File: config.mk
export PLATFORM = sky130hd
export DESIGN_NAME = fdt_dyn_thresh
export DESIGN_NICKNAME = d
export VERILOG_FILES = /design/src/shared/fdt_pkg.sv /design/src/hdl/fdt_chan_loop.sv /design/src/hdl/fdt_cycle_timer.sv /design/src/hdl/fdt_dyn_thresh.sv
export SDC_FILE = /design/constraint.sdc
export NUM_CORES = 1
export LEC_CHECK = 0
export ABC_AREA = 1
export ABC_CLOCK_PERIOD_IN_PS = 16400
export BUFFER_PORTS_ARGS = -buffer_cell sky130_fd_sc_hd__buf_2
export CORE_UTILIZATION = 55
export CTS_CLUSTER_DIAMETER = 80
export DETAILED_ROUTE_END_ITERATION = 6
export PLACE_DENSITY = 0.74
export RECOVER_POWER = 100
export REMOVE_ABC_BUFFERS = 1
export SYNTH_ARGS = -nofsm -noshare
export SYNTH_HDL_FRONTEND = slang
export SYNTH_SLANG_ARGS = --single-unit
File: constraint.sdc
create_clock -name clk_i -period 16.4 [get_ports clk_i]
set_input_delay 0.82 -clock clk_i [delete_from_list [all_inputs] [get_ports clk_i]]
set_output_delay 0.82 -clock clk_i [all_outputs]
set_load 0.02 [all_outputs]
File: src/shared/fdt_pkg.sv
/*
 Shared constants for the dynamic fan-start threshold loop: register
 indices, reset values and loop figures. Assumes a Wishbone word bus where
 the byte address of a register is four times its index.
*/
package fdt_pkg;
	localparam int NCH = 3;
	localparam int TW = 8;
	localparam int FW = 2;
	localparam int CODE_W = 3;
	localparam int CNT_W = 11;
	localparam int ADR_W = 32;
	localparam int IDX_W = 7;
	localparam int IDX_LSB = 2;
	localparam int SHORT_LOG2 = 3;
	localparam int LONG_LOG2 = 4;
	localparam int RISE_MIN_Q = 2;
	localparam logic [IDX_W-1:0] TGT_IDX [NCH] = '{7'h33, 7'h34, 7'h35};
	localparam logic [IDX_W-1:0] CTRL_IDX = 7'h36;
	localparam logic [IDX_W-1:0] CYC_IDX = 7'h37;
	localparam logic [IDX_W-1:0] STAT_IDX = 7'h38;
	localparam logic [IDX_W-1:0] LOW_IDX [NCH] = '{7'h4E, 7'h50, 7'h52};
	localparam logic [IDX_W-1:0] HIGH_IDX [NCH] = '{7'h4F, 7'h51, 7'h53};
	localparam logic [IDX_W-1:0] SPAN_IDX [NCH] = '{7'h5F, 7'h60, 7'h61};
	localparam logic [IDX_W-1:0] THR_IDX [NCH] = '{7'h67, 7'h68, 7'h69};
	localparam logic [IDX_W-1:0] CRIT_IDX [NCH] = '{7'h6A, 7'h6B, 7'h6C};
	localparam logic [IDX_W-1:0] HYA_IDX = 7'h6D;
	localparam logic [IDX_W-1:0] HYB_IDX = 7'h6E;
	localparam logic [7:0] TGT_RST = 8'hA4;
	localparam logic [7:0] LOW_RST = 8'h01;
	localparam logic [7:0] HIGH_RST = 8'h7F;
	localparam logic [7:0] CRIT_RST = 8'hA4;
	localparam logic [7:0] SPAN_RST = 8'h00;
	localparam logic [7:0] THR_RST = 8'h80;
	localparam logic [7:0] HYA_RST = 8'h44;
	localparam logic [7:0] HYB_RST = 8'h40;
	localparam logic [2:0] CTRL_RST = 3'h0;
	localparam logic [8:0] CYC_RST = 9'h000;
	localparam logic [8:0] STAT_RST = 9'h000;
endpackage

File: src/hdl/fdt_chan_loop.sv
/*
 Fan-start threshold adjuster for one temperature channel.
 Assumes temp_i is a raw code with two fraction bits, sampled on mon_i.
*/
`timescale 1ns/10ps
module fdt_chan_loop #(
	parameter int TW = fdt_pkg::TW
) (
	input logic clk_i,
	input logic rst_i,
	input logic mon_i,
	input logic short_i,
	input logic long_i,
	input logic en_i,
	input logic [TW+1:0] temp_i,
	input logic [TW-1:0] target_i,
	input logic [3:0] hyst_i,
	input logic [TW-1:0] low_i,
	input logic wr_i,
	input logic [TW-1:0] wr_data_i,
	output logic [TW-1:0] thr_o
);
	import fdt_pkg::*;
	if (TW < 5) begin : g_chk
		$error("Temperature width too small");
	end
	logic [TW+1:0] prev_reg;
	logic [TW-1:0] thr_reg;
	logic [TW-1:0] tint;
	logic [TW-1:0] hy;
	logic [TW-1:0] band;
	logic [TW+1:0] rise;
	logic [TW:0] dec;
	logic above_band;
	logic above_op;
	logic below_low;
	assign tint = temp_i[TW+1:2];
	assign hy = TW'(hyst_i);
	assign band = (target_i > hy) ? target_i - hy : '0;
	assign above_band = tint > band;
	assign above_op = tint > target_i;
	assign below_low = tint < low_i;
	assign rise = temp_i - prev_reg;
	assign thr_o = thr_reg;
	always_comb begin
		dec = '0;
		// Quarter-degree rise units, halved: two degrees per degree risen
		if (short_i && above_band && temp_i > prev_reg && rise >= (TW+2)'(RISE_MIN_Q)) begin
			dec = rise[TW+1:1];
		end
		if (long_i && above_op) begin
			dec = dec + 1'b1;
		end
	end
	// Reset to the top code so the first sample never looks like a rise
	always_ff @(posedge clk_i) begin
		if (rst_i) begin
			prev_reg <= '1;
		end else if (mon_i) begin
			prev_reg <= temp_i;
		end
	end
	// Software write wins over a same-cycle adjustment
	always_ff @(posedge clk_i) begin
		if (rst_i) begin
			thr_reg <= TW'(THR_RST);
		end else if (wr_i) begin
			thr_reg <= wr_data_i;
		end else if (en_i && dec != '0) begin
			thr_reg <= ({1'b0, thr_reg} > dec) ? thr_reg - dec[TW-1:0] : '0;
		end else if (en_i && long_i && below_low && thr_reg != '1) begin
			thr_reg <= thr_reg + 1'b1;
		end
	end
endmodule

File: src/hdl/fdt_cycle_timer.sv
/*
 Monitoring-cycle divider for one channel: short and long adjustment ticks.
 Assumes mon_i is a one-cycle pulse per completed monitoring cycle.
*/
`timescale 1ns/10ps
module fdt_cycle_timer #(
	parameter int CW = fdt_pkg::CODE_W,
	parameter int NW = fdt_pkg::CNT_W
) (
	input logic clk_i,
	input logic rst_i,
	input logic mon_i,
	input logic [CW-1:0] code_i,
	output logic short_o,
	output logic long_o
);
	import fdt_pkg::*;
	localparam logic [NW-1:0] ONES = '1;
	if (NW < (2 ** CW) - 1 + LONG_LOG2) begin : g_chk
		$error("Counter too narrow for cycle codes");
	end
	logic [NW-1:0] cnt_reg;
	logic [NW-1:0] cnt_next;
	logic [NW-1:0] smask;
	logic [NW-1:0] lmask;
	assign cnt_next = cnt_reg + 1'b1;
	assign smask = ~(ONES << (5'(code_i) + 5'(SHORT_LOG2)));
	assign lmask = ~(ONES << (5'(code_i) + 5'(LONG_LOG2)));
	// Short every n, long every 2n monitoring cycles
	assign short_o = mon_i && ((cnt_next & smask) == '0);
	assign long_o = mon_i && ((cnt_next & lmask) == '0);
	always_ff @(posedge clk_i) begin
		if (rst_i) begin
			cnt_reg <= '0;
		end else if (mon_i) begin
			cnt_reg <= cnt_next;
		end
	end
endmodule

File: src/hdl/fdt_dyn_thresh.sv
/*
 Dynamic fan-start threshold loop with Wishbone classic register slave.
 Assumes temperature samples arrive with a one-cycle valid per monitoring
 cycle and that the fan PWM loop consumes thresholds and fan-on levels.
*/
// Design decision made here: the Wishbone register port.
// Functional notes
// - Adjust each channel's fan-start threshold from its measured temperature.
// - Three separate target registers, each regulating its own zone.
// - Targets are 8-bit, one degree per code step.
// - Targets at consecutive indices, each resetting to the 100 degree code.
// - Temperature below low limit: raise threshold so fans stay off longer.
// - Temperature above target: lower threshold so fans start earlier.
// - Each zone is adjusted independently of the others.
// - Below low limit sets a status flag.
// - Above high limit sets a status flag.
// - Fan starts when temperature reaches the fan-start threshold.
// - Above critical limit, fans run at full duty.
// - Per-channel span setting sets duty slope above threshold.
// - Short tick every n, long every 2n cycles; 3-bit code picks n.
// - Each long cycle above target lowers threshold one more degree.
// - Above target minus hysteresis, short cycle lowers by twice the rise.
// - Raise only in long cycle and only below the low limit.
`timescale 1ns/10ps
module fdt_dyn_thresh (
	input logic clk_i,
	input logic rst_i,
	input logic wb_cyc_i,
	input logic wb_stb_i,
	input logic wb_we_i,
	input logic [3:0] wb_sel_i,
	input logic [fdt_pkg::ADR_W-1:0] wb_adr_i,
	input logic [31:0] wb_dat_i,
	output logic [31:0] wb_dat_o,
	output logic wb_ack_o,
	input logic temp_valid_i,
	input logic [fdt_pkg::TW+1:0] remote1_temp_i,
	input logic [fdt_pkg::TW+1:0] local_temp_i,
	input logic [fdt_pkg::TW+1:0] remote2_temp_i,
	output logic [fdt_pkg::TW-1:0] remote1_fan_start_threshold_o,
	output logic [fdt_pkg::TW-1:0] local_fan_start_threshold_o,
	output logic [fdt_pkg::TW-1:0] remote2_fan_start_threshold_o,
	output logic [fdt_pkg::TW-1:0] remote1_duty_slope_span_o,
	output logic [fdt_pkg::TW-1:0] local_duty_slope_span_o,
	output logic [fdt_pkg::TW-1:0] remote2_duty_slope_span_o,
	output logic [fdt_pkg::NCH-1:0] fan_on_o,
	output logic full_speed_o
);
	import fdt_pkg::*;

	if (NCH != 3 || TW != 8) begin : g_chk
		$error("Register map serves three 8-bit channels only");
	end

	logic ack_reg;
	logic [31:0] rdat_reg;
	logic [31:0] rd_mux;
	logic req;
	logic adr_ok;
	logic wr;
	logic [IDX_W-1:0] idx;

	logic [TW-1:0] tgt_reg [NCH];
	logic [TW-1:0] low_temp_limit_reg [NCH];
	logic [TW-1:0] high_temp_limit_reg [NCH];
	logic [TW-1:0] critical_temp_limit_reg [NCH];
	logic [TW-1:0] duty_slope_span_reg [NCH];
	logic [7:0] hya_reg;
	logic [7:0] hyb_reg;
	logic [2:0] ctrl_reg;
	logic [8:0] cyc_reg;
	logic [8:0] stat_reg;
	logic [8:0] stat_next;
	logic [8:0] stat_set;
	logic [8:0] stat_clr;
	logic [NCH-1:0] crit_act_reg;
	logic [NCH-1:0] fan_on_reg;

	logic [TW+1:0] temp [NCH];
	logic [TW-1:0] tint [NCH];
	logic [3:0] hy [NCH];
	logic [TW-1:0] thr [NCH];
	logic [TW-1:0] crit_band [NCH];
	logic [NCH-1:0] short_tick;
	logic [NCH-1:0] long_tick;
	logic [NCH-1:0] thr_wr;

	assign temp[0] = remote1_temp_i;
	assign temp[1] = local_temp_i;
	assign temp[2] = remote2_temp_i;
	assign hy[0] = hya_reg[7:4];
	assign hy[1] = hya_reg[3:0];
	assign hy[2] = hyb_reg[7:4];

	// Bus slave: one wait state, write lands on the edge that sees ack
	assign req = wb_cyc_i && wb_stb_i;
	assign idx = wb_adr_i[IDX_W+IDX_LSB-1:IDX_LSB];
	assign adr_ok = (wb_adr_i[ADR_W-1:IDX_W+IDX_LSB] == '0);
	assign wr = req && wb_we_i && ack_reg && adr_ok;
	assign wb_ack_o = ack_reg;
	assign wb_dat_o = rdat_reg;

	always_ff @(posedge clk_i) begin
		if (rst_i) begin
			ack_reg <= 1'b0;
		end else begin
			ack_reg <= req && !ack_reg;
		end
	end

	always_ff @(posedge clk_i) begin
		if (rst_i) begin
			rdat_reg <= 32'h0000_0000;
		end else if (req && !ack_reg) begin
			rdat_reg <= rd_mux;
		end
	end

	// Unmapped addresses read zero and ignore writes
	always_comb begin
		rd_mux = 32'h0000_0000;
		for (int c = 0; c < NCH; c++) begin
			if (idx == TGT_IDX[c]) begin
				rd_mux[TW-1:0] = tgt_reg[c];
			end
			if (idx == LOW_IDX[c]) begin
				rd_mux[TW-1:0] = low_temp_limit_reg[c];
			end
			if (idx == HIGH_IDX[c]) begin
				rd_mux[TW-1:0] = high_temp_limit_reg[c];
			end
			if (idx == CRIT_IDX[c]) begin
				rd_mux[TW-1:0] = critical_temp_limit_reg[c];
			end
			if (idx == SPAN_IDX[c]) begin
				rd_mux[TW-1:0] = duty_slope_span_reg[c];
			end
			if (idx == THR_IDX[c]) begin
				rd_mux[TW-1:0] = thr[c];
			end
		end
		if (idx == CTRL_IDX) begin
			rd_mux[2:0] = ctrl_reg;
		end
		if (idx == CYC_IDX) begin
			rd_mux[8:0] = cyc_reg;
		end
		if (idx == STAT_IDX) begin
			rd_mux[8:0] = stat_reg;
		end
		if (idx == HYA_IDX) begin
			rd_mux[7:0] = hya_reg;
		end
		if (idx == HYB_IDX) begin
			rd_mux[7:4] = hyb_reg[7:4];
		end
		if (!adr_ok) begin
			rd_mux = 32'h0000_0000;
		end
	end

	// Target registers, one per zone
	always_ff @(posedge clk_i) begin
		for (int c = 0; c < NCH; c++) begin
			if (rst_i) begin
				tgt_reg[c] <= TGT_RST;
			end else if (wr && wb_sel_i[0] && idx == TGT_IDX[c]) begin
				tgt_reg[c] <= wb_dat_i[TW-1:0];
			end
		end
	end

	// Limit and slope registers
	always_ff @(posedge clk_i) begin
		for (int c = 0; c < NCH; c++) begin
			if (rst_i) begin
				low_temp_limit_reg[c] <= LOW_RST;
				high_temp_limit_reg[c] <= HIGH_RST;
				critical_temp_limit_reg[c] <= CRIT_RST;
				duty_slope_span_reg[c] <= SPAN_RST;
			end else if (wr && wb_sel_i[0]) begin
				if (idx == LOW_IDX[c]) begin
					low_temp_limit_reg[c] <= wb_dat_i[TW-1:0];
				end
				if (idx == HIGH_IDX[c]) begin
					high_temp_limit_reg[c] <= wb_dat_i[TW-1:0];
				end
				if (idx == CRIT_IDX[c]) begin
					critical_temp_limit_reg[c] <= wb_dat_i[TW-1:0];
				end
				if (idx == SPAN_IDX[c]) begin
					duty_slope_span_reg[c] <= wb_dat_i[TW-1:0];
				end
			end
		end
	end

	// Control, cycle codes and hysteresis
	always_ff @(posedge clk_i) begin
		if (rst_i) begin
			ctrl_reg <= CTRL_RST;
			cyc_reg <= CYC_RST;
			hya_reg <= HYA_RST;
			hyb_reg <= HYB_RST;
		end else if (wr) begin
			if (idx == CTRL_IDX && wb_sel_i[0]) begin
				ctrl_reg <= wb_dat_i[2:0];
			end
			if (idx == CYC_IDX && wb_sel_i[0]) begin
				cyc_reg[7:0] <= wb_dat_i[7:0];
			end
			if (idx == CYC_IDX && wb_sel_i[1]) begin
				cyc_reg[8] <= wb_dat_i[8];
			end
			if (idx == HYA_IDX && wb_sel_i[0]) begin
				hya_reg <= wb_dat_i[7:0];
			end
			if (idx == HYB_IDX && wb_sel_i[0]) begin
				hyb_reg <= {wb_dat_i[7:4], 4'h0};
			end
		end
	end

	// Limit flags: sticky, write one to clear, a new event beats the clear
	always_comb begin
		stat_set = 9'h000;
		for (int c = 0; c < NCH; c++) begin
			stat_set[c] = temp_valid_i && (tint[c] < low_temp_limit_reg[c]);
			stat_set[3+c] = temp_valid_i && (tint[c] > high_temp_limit_reg[c]);
			stat_set[6+c] = temp_valid_i && (tint[c] > critical_temp_limit_reg[c]);
		end
		stat_clr = 9'h000;
		if (wr && idx == STAT_IDX) begin
			stat_clr[7:0] = wb_sel_i[0] ? wb_dat_i[7:0] : 8'h00;
			stat_clr[8] = wb_sel_i[1] && wb_dat_i[8];
		end
		stat_next = (stat_reg & ~stat_clr) | stat_set;
	end

	always_ff @(posedge clk_i) begin
		if (rst_i) begin
			stat_reg <= STAT_RST;
		end else begin
			stat_reg <= stat_next;
		end
	end

	// Critical hold: stays at full duty until below limit minus hysteresis
	always_ff @(posedge clk_i) begin
		for (int c = 0; c < NCH; c++) begin
			if (rst_i) begin
				crit_act_reg[c] <= 1'b0;
			end else if (temp_valid_i && tint[c] > critical_temp_limit_reg[c]) begin
				crit_act_reg[c] <= 1'b1;
			end else if (temp_valid_i && tint[c] < crit_band[c]) begin
				crit_act_reg[c] <= 1'b0;
			end
		end
	end
	assign full_speed_o = |crit_act_reg;

	// Fan-on level per zone, refreshed every clock
	always_ff @(posedge clk_i) begin
		for (int c = 0; c < NCH; c++) begin
			if (rst_i) begin
				fan_on_reg[c] <= 1'b0;
			end else begin
				fan_on_reg[c] <= tint[c] >= thr[c];
			end
		end
	end
	assign fan_on_o = fan_on_reg;

	for (genvar c = 0; c < NCH; c++) begin : g_ch
		assign tint[c] = temp[c][TW+1:FW];
		assign crit_band[c] = (critical_temp_limit_reg[c] > TW'(hy[c]))
			? critical_temp_limit_reg[c] - TW'(hy[c]) : '0;
		assign thr_wr[c] = wr && wb_sel_i[0] && idx == THR_IDX[c];

		fdt_cycle_timer #(
			.CW(CODE_W),
			.NW(CNT_W)
		) u_timer (
			.clk_i(clk_i),
			.rst_i(rst_i),
			.mon_i(temp_valid_i),
			.code_i(cyc_reg[3*c +: 3]),
			.short_o(short_tick[c]),
			.long_o(long_tick[c])
		);

		// Independent loop per zone
		fdt_chan_loop #(
			.TW(TW)
		) u_loop (
			.clk_i(clk_i),
			.rst_i(rst_i),
			.mon_i(temp_valid_i),
			.short_i(short_tick[c]),
			.long_i(long_tick[c]),
			.en_i(ctrl_reg[c]),
			.temp_i(temp[c]),
			.target_i(tgt_reg[c]),
			.hyst_i(hy[c]),
			.low_i(low_temp_limit_reg[c]),
			.wr_i(thr_wr[c]),
			.wr_data_i(wb_dat_i[TW-1:0]),
			.thr_o(thr[c])
		);

	end

	assign remote1_fan_start_threshold_o = thr[0];
	assign local_fan_start_threshold_o = thr[1];
	assign remote2_fan_start_threshold_o = thr[2];
	assign remote1_duty_slope_span_o = duty_slope_span_reg[0];
	assign local_duty_slope_span_o = duty_slope_span_reg[1];
	assign remote2_duty_slope_span_o = duty_slope_span_reg[2];
endmodule

==> run metrics <==
Hold WC Path Type register to register; Tot Pwr 1780 µW; synth warn 0; CTS sink count 256; min Tclk post-route 7.72 ns; gr usage total 34.9%; Storage cell area 0.00633 mm²; dpl hpwl 56.1 mm; Leak 0.0123 µW; post-CTS sizing 0; Initial Utilization 56.0%; count of pins over their slew limit 304; CP endpoint kind register; fin crit share 47.1%; Slowest Stage Delay on Critical Path 1.93 ns; Yosys cell types 57; switching power 526 µW; setup ws final 8.68 ns; Initial DRC Count 1961; total congestion overflow 0; Post-synth EDFFs 120; Die Height 206 µm; Die Wd 206 µm; element type at the critical path start input pin; Detailed Route WL 74.4 mm; antenna violations before repair 2; # IOs 189; postcts setup bufs 0; Synth area leaders edfxtp_1, ha_1, nand2_1; Comb power frac 16.1%; # fillers 3887; switching part of the total 29.5%; clk_lat worst skew 0.57 ns; port bufs 138; Max Fclk 130 MHz; vias in the first global route 21500; post-synthesis sequential area ratio 27.6%; failing checks capacitance limit, slew limit; area grow syn2layout 9.23%; Largest register FFs 33; Worst path slowest cell clkbuf_1; largest net degree at the start of global routing 59; DR vias 22900; Routed WL per cell 18.5 µm; power per cell area 71.2 mW/mm²; cts bufs inserted 34; Worst-path clk slew 0.05 ns; cts hold-fix bufs 0; first-pass GRT wire length 114 mm; CP most frequent cell nor2_1; Multi-input gate area 0.0141 mm²; Primary FF master, synth dfxtp_1; share of async-settable or async-resettable flops after synthesis 0%; Int Pwr 1260 µW; worst vdd ir 0.0688 mV; area leader, netlist edfxtp_1; synthesis-stage register bit count 256; Slew HR -101%; clock tree root driver cell clkbuf_16; # rows 74; Post-Syn Area 0.0229 mm²; Final Hold Viols 0; maxcap violations 7; nets@finish 3858; htree depth 2; layout cells sized above 1 6.47%; RSZ-0062 raised after global routing false; Worst Setup Path Type input pin to register; Core Box Area 0.0409 mm²; DR vias/cell 5.68; Setup Skew 0.0286 ns; Yosys top cell area share 15.7%; Reg power frac 39.5%; worst hold slack 0.463 ns; CTS tree done; non-filler cells, final 4028; Post-DRT Antenna Nets 0; GP Congestion 0.986; CTS Buffer Depth 3; status finished with violations; # DRC 0; Syn Inst Count 3347; critical path required time 16.90 ns; Finish-stage setup viols 0; Syn Area/Cell 6.85 µm²; pre-CTS WS 9.79 ns; top fanout value on the critical path 47; placed cell count 3965; full die area 0.0425 mm²; DRT Pass-1 Iters 6; Tightest Pin Transition 3.01 ns; Clk pwr share 44.4%; Worst EP arrival 8.22 ns; setup TNS 0 ns
==> power groups by stage <==
stage               registers [µW]  clock network (µW)  logic [µW]
global placement               716                   0         273
floorplan                      714                   0         180
global route                   706                 821         321
CTS                            703                 800         283
finish                         704                 792         286
detailed placement             717                   0         282
==> critical path: cells and delay by family <==
kind                       cells  cell delay, ns
xor gates and xnor gates       1            0.18
AOI/OAI and AO/OA              7            1.52
adders and majority gates      1            0.32
and+or+nand+nor               16            2.39
buffers and inverters          4            2.95
==> kinds of logic after synthesis <==
family | count (synthesis) | synth area share [%]
other cells | 1 | 0.0164
compound gates | 538 | 12.9
simple gates | 1573 | 30.5
flops | 256 | 27.6
buf+inv | 640 | 11.0
fa+ha+maj | 285 | 16.0
xor+xnor | 54 | 2.10
==> metrics by stage <==
stage / area, µm² / util, %
after floorplan: 22600 / -
after global placement: 24000 / 58.7
after detailed placement: 24000 / 58.7
after CTS: 25200 / 61.5
after global routing: 25000 / 61.2
final: 25000 / 61.2
==> worst paths after layout <==
kind	slack (ns)	cells after the start	endpoint	from
hold / removal	0.46	2	g_ch[2].u_loop.prev_reg[8]	g_ch[2].u_loop.prev_reg[8]
setup / recovery	8.68	29	g_ch[1].u_loop.thr_o[7]	temp_valid_i
setup reg to reg	9.42	40	g_ch[2].u_loop.thr_o[4]	tgt_reg[2][0]
hold reg to reg	0.46	2	g_ch[2].u_loop.prev_reg[8]	g_ch[2].u_loop.prev_reg[8]
==> synthesized netlist by cell type, types with 26 or more instances <==
cell type,count
inv_1,540
a21oi_1,241
or2_2,26
nor3_1,51
xor2_1,41
o21ai_0,181
o211ai_1,29
nor2_1,371
edfxtp_1,120
nand3_1,209
ha_1,273
dfxtp_1,136
nand2_1,730
nand4_1,88
clkbuf_1,51
==> routing by layer <==
layer  global-route usage, %  share of wire, %  up-vias
met4                    18.3               5.2        0
met5                       0                 0        -
met3                    5.47               8.8      226
met1                    44.1                41    10500
li1                        -                 -    11200
met2                    57.3                45      927
==> placed cells by master, fill, tap and decap left out, types with 17 or more instances in the layout <==
cell type / count
o211ai_1: 29
buf_2: 74
nor2_1: 376
o21ai_0: 182
edfxtp_1: 120
ha_1: 273
nand3_1: 211
clkbuf_1: 74
nand2_1: 731
conb_1: 23
a21oi_1: 241
or2_2: 26
xor2_1: 41
clkbuf_16: 35
inv_1: 540
nand4_1: 88
nor3_1: 51
o21ai_1: 17
dfxtp_1: 136
==> cell type report <==
cell class	instances	area share, %
diodes	1	0.0100
clock buffers	45	3.85
clock inverters	17	0.875
inverters	557	8.35
multi-input cells	2473	56.3
flip-flops and latches	256	25.3
well taps	532	2.66
repair buffers	147	2.63
No activity file was read; power rests on OpenSTA's default activity.
